### config.mk
export PLATFORM = sky130hd
export DESIGN_NAME = uart_line_status_modem_ctrl
export DESIGN_NICKNAME = d
export VERILOG_FILES = /design/src/hdl/uart_lsmc_pkg.sv /design/src/hdl/rx_err_fifo.sv /design/src/hdl/uart_line_status_modem_ctrl.sv
export VERILOG_INCLUDE_DIRS = /design/src /design/src/hdl
export SDC_FILE = /design/constraint.sdc
export NUM_CORES = 1
export LEC_CHECK = 0
export ABC_AREA = 1
export ABC_CLOCK_PERIOD_IN_PS = 4800
export BUFFER_PORTS_ARGS = -buffer_cell sky130_fd_sc_hd__buf_2
export CAP_MARGIN = 30
export CORE_MARGIN = 8
export CORE_UTILIZATION = 65
export CTS_BUF_LIST = sky130_fd_sc_hd__clkbuf_4 sky130_fd_sc_hd__clkbuf_8
export DETAILED_ROUTE_END_ITERATION = 6
export GPL_ROUTABILITY_DRIVEN = 1
export MAX_ROUTING_LAYER = met4
export PLACE_DENSITY_LB_ADDON = 0.15
export SYNTH_ARGS = -nofsm -noshare
export SYNTH_HDL_FRONTEND = slang
export SYNTH_HIERARCHICAL = 1
export SYNTH_SLANG_ARGS = --single-unit
### constraint.sdc
create_clock -name clk_sys_i -period 4.8 [get_ports clk_sys_i]
set_input_delay 1.2 -clock clk_sys_i [delete_from_list [all_inputs] [get_ports clk_sys_i]]
set_output_delay 1.2 -clock clk_sys_i [all_outputs]
set_load 0.1 [all_outputs]
### src/hdl/uart_lsmc_consts.svh
// constants for the uart line status and upper modem control block
// Summary of operation
// - fifo error flag while any errored character stored
// - transmitter empty only when holding and shift empty
// - holding empty flag lets host write 64 characters
// - full-frame low input stores 00h with break
// - framing error tag shown for head character
// - parity error tag shown for head character
// - overrun flag set when character lost, reset zero
// - data ready while receive fifo holds a character
// - error tags travel with characters; read status first
// - prescaler bit selects input clock divide one or four
// - infrared select bit switches serial encoding mode
// - resume-on-any-character option follows its control bit
// - upper control bits writable only with feature enable
`ifndef UART_LSMC_CONSTS_SVH
`define UART_LSMC_CONSTS_SVH

// line status bit positions
`define LS_FIFO_ERR 7
`define LS_TX_EMPTY 6
`define LS_THR_EMPTY 5
`define LS_BREAK 4
`define LS_FRAMING 3
`define LS_PARITY 2
`define LS_OVERRUN 1
`define LS_DATA_READY 0

// modem control bit positions
`define MC_PRESCALE 7
`define MC_IRDA 6
`define MC_XON_ANY 5
`define MC_LOOPBACK 4
`define MC_RESERVED 3
`define MC_TCR_TLR 2
`define MC_RTS 1
`define MC_DTR 0

`define MC_RESET 8'h00
`define MC_PROTECTED_MASK 8'hE4
`define BREAK_CHAR 8'h00

// receive fifo shape
`define FIFO_DEPTH 64
`define FIFO_PTR_W 6
`define FIFO_FULL 7'h40

// divide-by-four prescaler terminal count
`define PRESCALE_LAST 2'h3

`endif

### src/hdl/uart_lsmc_pkg.sv
// types shared by the uart line status and modem control block
package uart_lsmc_pkg;
    typedef enum logic {SEL_LINE_STATUS, SEL_MODEM_CONTROL} reg_sel_t;

    typedef struct packed {
        logic brk;
        logic fe;
        logic pe;
        logic [7:0] data;
    } rx_entry_t;
endpackage
### src/hdl/rx_err_fifo.sv
// receive fifo keeping break, framing and parity tags with each character
`timescale 1ns/1ps
`include "uart_lsmc_consts.svh"
module rx_err_fifo
    import uart_lsmc_pkg::*;
(
    input wire logic clk_sys_i,
    input wire logic reset_i,
    input wire logic push_i,
    input wire logic [7:0] push_data_i,
    input wire logic push_brk_i,
    input wire logic push_fe_i,
    input wire logic push_pe_i,
    input wire logic pop_i,
    output logic [7:0] head_data_o,
    output logic head_brk_o,
    output logic head_fe_o,
    output logic head_pe_o,
    output logic empty_o,
    output logic full_o,
    output logic err_present_o
);
    rx_entry_t mem [`FIFO_DEPTH];
    rx_entry_t head;
    logic [`FIFO_PTR_W-1:0] wr_ptr;
    logic [`FIFO_PTR_W-1:0] rd_ptr;
    logic [`FIFO_PTR_W:0] count;
    logic [`FIFO_PTR_W:0] err_cnt;
    logic do_push;
    logic do_pop;
    logic push_err;
    logic head_err;

    assign head = mem[rd_ptr];
    assign empty_o = (count == '0);
    assign full_o = (count == `FIFO_FULL);
    assign do_pop = pop_i && !empty_o;
    // a push into a full fifo is only taken when a pop frees a slot this cycle
    assign do_push = push_i && (!full_o || do_pop);
    assign push_err = push_brk_i || push_fe_i || push_pe_i;
    assign head_err = head.brk || head.fe || head.pe;
    assign head_data_o = head.data;
    assign head_brk_o = head.brk;
    assign head_fe_o = head.fe;
    assign head_pe_o = head.pe;
    assign err_present_o = (err_cnt != '0);

    always_ff @(posedge clk_sys_i) begin
        if (do_push) begin
            mem[wr_ptr] <= '{brk: push_brk_i, fe: push_fe_i, pe: push_pe_i, data: push_data_i};
        end
    end

    always_ff @(posedge clk_sys_i) begin
        if (reset_i) begin
            wr_ptr <= '0;
            rd_ptr <= '0;
            count <= '0;
        end else begin
            if (do_push) begin
                wr_ptr <= wr_ptr + 1'b1;
            end
            if (do_pop) begin
                rd_ptr <= rd_ptr + 1'b1;
            end
            if (do_push && !do_pop) begin
                count <= count + 1'b1;
            end else if (do_pop && !do_push) begin
                count <= count - 1'b1;
            end
        end
    end

    // counting errored entries avoids scanning all 64 slots for the summary flag
    always_ff @(posedge clk_sys_i) begin
        if (reset_i) begin
            err_cnt <= '0;
        end else if ((do_push && push_err) && !(do_pop && head_err)) begin
            err_cnt <= err_cnt + 1'b1;
        end else if ((do_pop && head_err) && !(do_push && push_err)) begin
            err_cnt <= err_cnt - 1'b1;
        end
    end
endmodule

### src/hdl/uart_line_status_modem_ctrl.sv
// line status reporting and upper modem control of a single-channel uart
`timescale 1ns/1ps
`include "uart_lsmc_consts.svh"
module uart_line_status_modem_ctrl
    import uart_lsmc_pkg::*;
(
    input wire logic clk_sys_i,
    input wire logic reset_i,
    input wire reg_sel_t reg_sel_i,
    input wire logic reg_rd_i,
    input wire logic reg_wr_i,
    input wire logic [7:0] reg_wdata_i,
    output logic [7:0] reg_rdata_o,
    input wire logic feature_write_en_i,
    input wire logic rx_push_i,
    input wire logic [7:0] rx_data_i,
    input wire logic rx_break_i,
    input wire logic rx_stop_bad_i,
    input wire logic rx_parity_bad_i,
    input wire logic rhr_rd_i,
    output logic [7:0] rhr_data_o,
    input wire logic thr_empty_i,
    input wire logic tsr_empty_i,
    input wire logic tx_halted_i,
    output logic tx_resume_o,
    output logic baud_tick_o,
    output logic irda_mode_o,
    output logic xon_any_o
);
    logic [7:0] modem_control;
    logic [7:0] line_status;
    logic overrun;
    logic [1:0] prescale_cnt;
    logic [7:0] push_data;
    logic [7:0] head_data;
    logic head_brk;
    logic head_fe;
    logic head_pe;
    logic fifo_empty;
    logic fifo_full;
    logic fifo_err;
    logic overrun_set;
    logic ls_read;
    logic mc_write;
    logic [7:0] next_modem_control;

    // a break always lands as a zero character regardless of the sampled bits
    assign push_data = rx_break_i ? `BREAK_CHAR : rx_data_i;

    rx_err_fifo u_rx_fifo (
        .clk_sys_i(clk_sys_i),
        .reset_i(reset_i),
        .push_i(rx_push_i),
        .push_data_i(push_data),
        .push_brk_i(rx_break_i),
        .push_fe_i(rx_stop_bad_i),
        .push_pe_i(rx_parity_bad_i),
        .pop_i(rhr_rd_i),
        .head_data_o(head_data),
        .head_brk_o(head_brk),
        .head_fe_o(head_fe),
        .head_pe_o(head_pe),
        .empty_o(fifo_empty),
        .full_o(fifo_full),
        .err_present_o(fifo_err)
    );

    assign ls_read = reg_rd_i && (reg_sel_i == SEL_LINE_STATUS);
    assign mc_write = reg_wr_i && (reg_sel_i == SEL_MODEM_CONTROL);
    assign overrun_set = rx_push_i && fifo_full && !rhr_rd_i;

    always_comb begin
        line_status = 8'h00;
        line_status[`LS_FIFO_ERR] = fifo_err;
        line_status[`LS_TX_EMPTY] = thr_empty_i && tsr_empty_i;
        line_status[`LS_THR_EMPTY] = thr_empty_i;
        // tags of the next character to be read; nothing shows while empty
        line_status[`LS_BREAK] = head_brk && !fifo_empty;
        line_status[`LS_FRAMING] = head_fe && !fifo_empty;
        line_status[`LS_PARITY] = head_pe && !fifo_empty;
        line_status[`LS_OVERRUN] = overrun;
        line_status[`LS_DATA_READY] = !fifo_empty;
    end

    // protected bits keep their old value unless the feature write enable is set
    always_comb begin
        next_modem_control = modem_control;
        if (mc_write) begin
            if (feature_write_en_i) begin
                next_modem_control = reg_wdata_i;
            end else begin
                next_modem_control = (modem_control & `MC_PROTECTED_MASK) |
                                     (reg_wdata_i & ~`MC_PROTECTED_MASK);
            end
            next_modem_control[`MC_RESERVED] = 1'b0;
        end
    end

    always_ff @(posedge clk_sys_i) begin
        if (reset_i) begin
            modem_control <= `MC_RESET;
        end else begin
            modem_control <= next_modem_control;
        end
    end

    // a character lost in the same cycle as the status read still leaves the flag set
    always_ff @(posedge clk_sys_i) begin
        if (reset_i) begin
            overrun <= 1'b0;
        end else if (overrun_set) begin
            overrun <= 1'b1;
        end else if (ls_read) begin
            overrun <= 1'b0;
        end
    end

    always_ff @(posedge clk_sys_i) begin
        if (reset_i) begin
            reg_rdata_o <= 8'h00;
        end else if (reg_rd_i) begin
            reg_rdata_o <= (reg_sel_i == SEL_LINE_STATUS) ? line_status : modem_control;
        end
    end

    always_ff @(posedge clk_sys_i) begin
        if (reset_i) begin
            rhr_data_o <= 8'h00;
        end else if (rhr_rd_i) begin
            rhr_data_o <= fifo_empty ? 8'h00 : head_data;
        end
    end

    always_ff @(posedge clk_sys_i) begin
        if (reset_i) begin
            prescale_cnt <= 2'h0;
            baud_tick_o <= 1'b0;
        end else begin
            prescale_cnt <= prescale_cnt + 1'b1;
            baud_tick_o <= !modem_control[`MC_PRESCALE] || (prescale_cnt == `PRESCALE_LAST);
        end
    end

    always_ff @(posedge clk_sys_i) begin
        if (reset_i) begin
            irda_mode_o <= 1'b0;
            xon_any_o <= 1'b0;
        end else begin
            irda_mode_o <= next_modem_control[`MC_IRDA];
            xon_any_o <= next_modem_control[`MC_XON_ANY];
        end
    end

    // any received character, errored or not, counts as a resume trigger
    always_ff @(posedge clk_sys_i) begin
        if (reset_i) begin
            tx_resume_o <= 1'b0;
        end else begin
            tx_resume_o <= xon_any_o && tx_halted_i && rx_push_i;
        end
    end
endmodule

==> results list, run 1 <==
- After synthesis, the mean cell area works out to 11.7 um2.
* Setup TNS: 0 ns
- In this design, the stage delay of the slowest critical-path cell is 0.39 ns.
- Number of cell rows: 80
* Max Clock Skew: 0.0400 ns
- For this design the ratio of total power to cell area is 477 nW/um2.
* Initial antenna violation count: 0
- Number of warnings issued by yosys: 6
* Number of diodes: 0
* Classification of the worst setup path: reg2reg
* Post-DR wirelength/cell: 22.5 um
* Register area share after synthesis: 71.7%
- For the worst-skew pair, the clock arrives at the later sink with an insertion delay of ~0.7 ns.
- Clock slew at the register clock pins of the worst setup and hold paths: roughly 0.060 ns
- Number of search-and-repair iterations in the first detailed-routing pass: 6
- Number of buffers inserted by post-CTS setup repair: 0
- Critical Path End Type: register
- After detailed placement, the design holds a cell count of approximately 3300.
* Cell chosen for the clock root: sky130_fd_sc_hd__clkbuf_8
* Count of maximum capacitance violations: 0
- Wires add up to around 79000 um.
* Core area: 47500 um2
* Synth-to-layout area growth: 11.0%
* Via density per instance: 6.15
- Largest net degree at the start of global routing: 149
* Max Fanout on Critical Path: 98
- Setup-failing EPs final: 0
* CP arrival: 4.83 ns
* Synth Net Count: 2707
* Aggregate global routing overflow: 0
- Unrepaired setup endpoints after global routing: no
- Input and output buffers added on the ports amount to 48.
- In this run, distinct cell masters in the synthesized netlist total 36.
- Final design area excluding fillers: 34600 um2
* Fin nets: 2825
* Half-perimeter wire length after detailed placement: 45200 um
- The completed layout was analyzed and its total power is 0.0165 W.
- Most numerous cell in the Yosys netlist: sky130_fd_sc_hd__edfxtp_1
* Global placement routability congestion: 0.887
- The number of pins with negative max-slew slack in the final report was 0.
- After synthesis the netlist holds a flip-flop and latch count of 764.
- At the worst endpoint, the required time is 5.43 ns.
- Storage element area: 22400 um2
- Of the post-synthesis cell area, the dominant cell type holds 67.9%.
- Final critical path time including I/O delays and setup: around 4.2 ns
* Share of the cycle needed by the critical path after routing: 87.5%
- For this design, the slowest cell found on the critical path is sky130_fd_sc_hd__dfxtp_4.
* Cell area after synthesis: 31100 um2
- Share of layout cells above drive strength 1: 12.8%
* F_max: 0.238 GHz
- STA classifies the critical path startpoint as a register.
* Top post-synthesis cells by area: sky130_fd_sc_hd__edfxtp_1, sky130_fd_sc_hd__nand2_1, sky130_fd_sc_hd__nor2_1
* Vertical die dimension: 235 um
- Commonest register cell after synthesis: sky130_fd_sc_hd__edfxtp_1
- 50 I/O pins were placed.
* Fill cells: 3177
- Once layout is complete, the cells apart from fillers number 3487.
- The tightest min-delay check is of the reg2reg type.
- After synthesis, the most frequently instantiated cells are sky130_fd_sc_hd__edfxtp_1, sky130_fd_sc_hd__nand2_1, sky130_fd_sc_hd__nor2_1.
- The first global-routing pass estimated 120000 um of wire.
- IR analysis of the VDD net gives a maximum drop of 343 uV.
- Combined area of the multi-input logic cells: 7640 um2
- Static Leakage: approximately 12 nW
- TritonCTS built the clock tree.
- Vias: 21500
- Family of cells with the greatest summed delay on the critical path: simple AND/OR/NAND/NOR gates
- In the synthesized netlist the async set-or-reset flop fraction comes to 0%.
* Overall die width: 235 um
* Longest Clk Path Bufs: 3
* Htree depth: 3
* Post-synth EDFFs: slightly above 700
- Number of DRC markers in iteration 0: 2992
* Die area: about 55000 um2
- Headroom to the max-slew limit came out at a little under two fifths.
- Status: finished, final reports clean
- In this run the remaining antenna-violating nets after routing total 0.
- For this configuration, the core starts out at a cell density of 65.5%.
* Worst-Margin Slew: 0.935 ns
- Counting both buffers and inverters, the worst setup path holds a total of 3.
* Cell taking the most area after synthesis: sky130_fd_sc_hd__edfxtp_1
- Cts hold-fix bufs: 0
- Gates resized during post-CTS repair numbered 0.
* Clk sink count: 764
- For this run, the total global-route usage over all layers was measured as 28.8%.
* DRC: 0
- Synth Instances: 2660
* Via count of the first global-routing pass: 20800
- The cell that appears most often on the critical path is sky130_fd_sc_hd__nand2_1.
* TritonCTS Buffers: 113
- Summing all placed instances gives a cell area of 32300 um2.
* Hold Vio Cnt, Final: 0
==> final timing paths <==
path	start	slack (ns)	cells past startpoint	end
setup reg to reg	register	0.60	27	u_rx_fifo/err_cnt[6]
setup / recovery	register	0.60	27	u_rx_fifo/err_cnt[6]
hold reg to reg	prescale_cnt[0]	0.43	1	prescale_cnt[0]
hold / removal	prescale_cnt[0]	0.43	1	prescale_cnt[0]
==> metal layers <==
metal  routed length (um)  up-vias  GRT usage (%)
li1                     -     9718              -
met5                    0        -              -
met3                 8910      190           5.91
met1                30000    10300           37.8
met2                36600     1201           43.8
met4                 3040        0           12.6
==> cells in the final DEF, fill, tap and decap left out, types with 4 or more instances in the layout <==
cell type and instances:
sky130_fd_sc_hd__xor2_1 7, sky130_fd_sc_hd__bufinv_16 5, sky130_fd_sc_hd__buf_2 48, sky130_fd_sc_hd__clkinv_2 18
sky130_fd_sc_hd__nand3_1 196, sky130_fd_sc_hd__edfxtp_1 704, sky130_fd_sc_hd__nor3_1 5, sky130_fd_sc_hd__inv_2 4
sky130_fd_sc_hd__o21ai_1 49, sky130_fd_sc_hd__ha_1 15, sky130_fd_sc_hd__o22ai_1 128, sky130_fd_sc_hd__buf_4 105
sky130_fd_sc_hd__nand4_1 7, sky130_fd_sc_hd__nand2_1 466, sky130_fd_sc_hd__o21ai_0 299, sky130_fd_sc_hd__dfxtp_1 57
sky130_fd_sc_hd__clkbuf_4 29, sky130_fd_sc_hd__clkinv_1 37, sky130_fd_sc_hd__a21oi_1 55, sky130_fd_sc_hd__nor2_1 403
sky130_fd_sc_hd__clkbuf_8 118, sky130_fd_sc_hd__nor2_4 9, sky130_fd_sc_hd__nor2_2 5, sky130_fd_sc_hd__inv_1 69
sky130_fd_sc_hd__buf_12 11
==> registers in the layout, summed over array words and instances, names as in the netlist, named ones only <==
register           flops
reg_rdata_o            8
u_rx_fifo/mem        704
u_rx_fifo/rd_ptr       6
u_rx_fifo/count        7
baud_tick_o            1
prescale_cnt           2
tx_resume_o            1
u_rx_fifo/err_cnt      7
overrun                1
rhr_data_o             8
modem_control          7
u_rx_fifo/wr_ptr       6
==> metrics by stage <==
step,hold WS [ns],utilization [%],worst slack (ns)
after global placement,0.407,68.0,0.781
after global routing,0.472,72.7,0.350
after floorplan,0.399,-,1.41
final,0.427,72.7,0.602
after CTS,0.432,72.7,0.685
after detailed placement,0.424,68.0,0.755
==> kinds of logic (layout without fill, tap and decap cells) <==
group | count (synthesis) | after routing | synth area share [%]
XOR/XNOR | 9 | 9 | 0.253
buffers and inverters | 239 | 451 | 3.90
AND/OR/NAND/NOR | 1098 | 1098 | 14.3
flip-flops | 764 | 764 | 71.7
AO/OA/AOI/OAI | 533 | 533 | 9.10
adder cells (fa/ha/maj) | 17 | 17 | 0.731
==> where the power goes <==
group	leakage [nW]	internal, W	switching, W
Combinational	4.33	0.00108	0.00274
Sequential	6.90	0.00739	0.0000827
Clock	1.19	0.00277	0.00243
Total	12.4	0.0112	0.00525
==> cell type report <==
type | count | share of cell area [%]
Clock buffer | 147 | 5.33
Clock inverter | 62 | 1.16
Timing Repair Buffer | 164 | 3.61
Tap cell | 615 | 2.23
Sequential cell | 764 | 64.7
Inverter | 78 | 0.894
Multi-Input combinational cell | 1657 | 22.1
Note: power is estimated with default switching activity, not from simulation.
==> run 2, diff against run 1 <==
--- a/config.mk
+++ b/config.mk
@@ -17,6 +17,7 @@
 export GPL_ROUTABILITY_DRIVEN = 1
 export MAX_ROUTING_LAYER = met4
 export PLACE_DENSITY_LB_ADDON = 0.15
+export RECOVER_POWER = 50
 export SYNTH_ARGS = -nofsm -noshare
 export SYNTH_HDL_FRONTEND = slang
 export SYNTH_HIERARCHICAL = 1
==> run 2 against run 1 <==
Against the previous run:
- the run now ends with max-capacitance violations, max-slew violations left
- global-route usage is the same
- cell count is the same
- combinational power about the same
- sequential cell count stayed put
- critical path type is now in2reg
- highest routed layer unchanged
==> results list, run 2 (synthesis gave the netlist of run 1 again) <==
- Setup TNS: 0 ns (unchanged)
- The total power divided by cell area is 478 nW/um2 (+0.22%).
* Switch share: 31.8% (about the same)
- Critical Path End Type: register
- The worst path arrival time came to 4.69 ns (-0.14 ns).
- The clock network fraction of total power came to 31.5% (about the same).
- The buffer and inverter count on the worst path is 3 (unchanged).
- Required time reported for the critical path endpoint: 5.11 ns (-0.32 ns)
- Worst-Margin Slew: 3.29 ns (+2.35 ns)
- Setup-failing EPs final: 0 (unchanged)
- Cell repeated most along the worst path: sky130_fd_sc_hd__clkbuf_1
- The overall via count from detail_route came to 21400 (-0.17%).
- Half-perimeter wire length after detailed placement: 45200 um (unchanged)
- Hold Vio Cnt, Final: 0 (unchanged)
- The net count reported at finish is 2825 (unchanged).
- Longest Clk Path Bufs: 3 (unchanged)
- The worst clock skew on the final layout is 0.0415 ns (+0.00154 ns).
- The post-layout instance area is 34500 um2 (-0.24%).
* Top library cells by usage in the layout, fill and taps aside: sky130_fd_sc_hd__edfxtp_1, sky130_fd_sc_hd__nand2_1, sky130_fd_sc_hd__nor2_1, sky130_fd_sc_hd__o21ai_0, sky130_fd_sc_hd__nand3_1
- Final critical path time including I/O delays and setup: 4.38 ns (+0.184 ns)
* Cts hold-fix bufs: 0 (unchanged)
- The number of pins with negative max-slew slack in the final report is 347 (+347).
* Number of buffer cells added on primary ports: 48 (unchanged)
- The total I/O pin count is 50 (unchanged).
- Share of the cycle needed by the critical path after routing: 91.3% (+3.8 points)
- Internal Dissipation: 0.0112 W (about the same)
* Aggregate global routing overflow: 0 (unchanged)
- Number of search-and-repair iterations in the first detailed-routing pass: 6 (unchanged)
* Number of DRC markers in iteration 0: 2801 (-6.4%)
- The detailed-route wire length came to 78500 um (about the same).
* Standard cell area after detailed placement: 32300 um2 (unchanged)
- Number of buffers inserted by post-CTS setup repair: 0 (unchanged)
- Power spent charging and discharging nets: 0.00525 W (-0.11%)
- The deepest level of the CTS H-tree came to 3 (unchanged).
- The largest net degree at the start of global routing came to 149 (unchanged).
* Core area: 47500 um2 (unchanged)
- The placement row count is 80 (unchanged).
- Cells along the critical path: clkbuf_1, clkbuf_1, nor2_1, buf_2
- The worst stage delay on the critical path is 1.55 ns (+1.16 ns).
- The initial antenna violation count came to 0 (unchanged).
* Via count of the first global-routing pass: 20800 (unchanged)
* Overall die width: 235 um (unchanged)
* Fill cells: 3202 (+0.79%)
- Violations in the final reports: max-capacitance violations, max-slew violations
* Flip-flop count of the largest register after layout: 704 (unchanged)
* Clk_lat worst skew: 0.72 ns (about the same)
- The share of cells above drive strength 1 is 12.2% (-0.63 points).
* Cell chosen for the clock root: sky130_fd_sc_hd__clkbuf_8
* Starting Density: 65.5% (unchanged)
* Family of cells with the greatest summed delay on the critical path: buffers and inverters
- The wire length per cell after detailed routing came to 22.5 um (about the same).
* Number of diodes: 0 (unchanged)
- Count of maximum capacitance violations: 7 (+7)
- The minimum setup slack among reg-to-reg paths came to 0.62 ns (+0.02 ns).
* Total power consumption of the routed design: 0.0165 W (about the same)
- The slowest stage of the critical path belongs to the cell sky130_fd_sc_hd__clkbuf_1.
- The weighted congestion at the end of routability-driven global placement is 0.887 (unchanged).
- Critical path startpoint category: input pin
- Clock slew at the register clock pins of the worst setup and hold paths: 0.06 ns (about the same)
- Unrepaired setup endpoints after global routing: no
- Die area: 55200 um2 (unchanged)
* Register name with the most flops: u_rx_fifo/mem
- The combinational share of power is 23.1% (about the same).
* Status: finished, violations left
- The height of the chip is 235 um (unchanged).
- The post-cts repair resize count came to 0 (unchanged).
- Worst slew margin relative to its limit: -119% (-160 points)
- DRC: 0 (unchanged)
- Clk sink count: 764 (unchanged)
* Via density per instance: 6.14 (-0.17%)
* Antenna-violating nets left: 0 (unchanged)
- Static Leakage: 12.4 nW (-0.39%)
- Classification of the worst setup path: in2reg
- Most common cell after layout, fill and taps aside: sky130_fd_sc_hd__edfxtp_1
- Clock tree from TritonCTS: done
* Sequential group share of total power: 45.3% (about the same)
- Largest registers: u_rx_fifo/mem (704), reg_rdata_o (8), rhr_data_o (8)
* F_max: 0.228 GHz (-4.2%)
- Max Fanout on Critical Path: 40 (-59%)
- TritonCTS Buffers: 113 (unchanged)
- The largest vdd supply drop was 342 uV (-0.36%).
- Global-route wire length before repair: 120000 um (unchanged)
- Synth-to-layout area growth: 10.7%
- In this run the worst hold path is classified as reg2reg.
* All-Layer GR Usage: 28.8% (unchanged)
* Worst hold slack: 0.427 ns (-0.000761 ns)
## run 2: cell types whose count changed in the layout (fill, tap and decap cells not counted), sizes merged
cell	previous run	this run
buf	164	145
clkbuf	147	166
clkinvlp	1	2
inv	78	77
## run 2: final timing paths
| path | from | cells past startpoint | end |
|---|---|---|---|
| max | rx_break_i | 4 | u_rx_fifo/mem[52][4] |
| min | prescale_cnt[0] | 1 | prescale_cnt[0] |
| max reg2reg | register | 26 | u_rx_fifo/err_cnt[6] |
| min reg2reg | prescale_cnt[0] | 1 | prescale_cnt[0] |
## run 2: power groups by stage
stage	clock (W)	combinational, W	sequential, W
floorplan	0	0.00248	0.00777
global route	0.00553	0.00417	0.00749
detailed placement	0	0.00374	0.00761
global placement	0	0.00361	0.00760
CTS	0.00526	0.00377	0.00747
finish	0.00520	0.00382	0.00748
## run 2: metrics by stage
step | worst slack [ns] | instances | utilization, %
2_1_floorplan | 1.41 | 2660 | -
3_3_place_gp | 0.781 | 3278 | 68.0
3_5_place_dp | 0.755 | 3278 | 68.0
4_1_cts | 0.685 | 3487 | 72.7
5_1_grt | 0.232 | 3487 | 72.5
6_report | 0.418 | 3487 | 72.5
## run 2: layer usage
| metal | track usage [%] | routed length (um) |
|---|---|---|
| met1 | 37.8 | 30000 |
| met4 | 12.6 | 3170 |
| met5 | - | 0 |
| met2 | 43.8 | 36500 |
| met3 | 5.91 | 8750 |
## run 2: area by class of cell
class	instances	area, um2	area share [%]
clock buffer	147	1840	5.34
tap	615	769	2.23
timing repair buffer	164	1200	3.47
multi-input combinational	1657	7620	22.1
inverter	78	308	0.893
clock inverter	62	402	1.16
sequential	764	22400	64.8
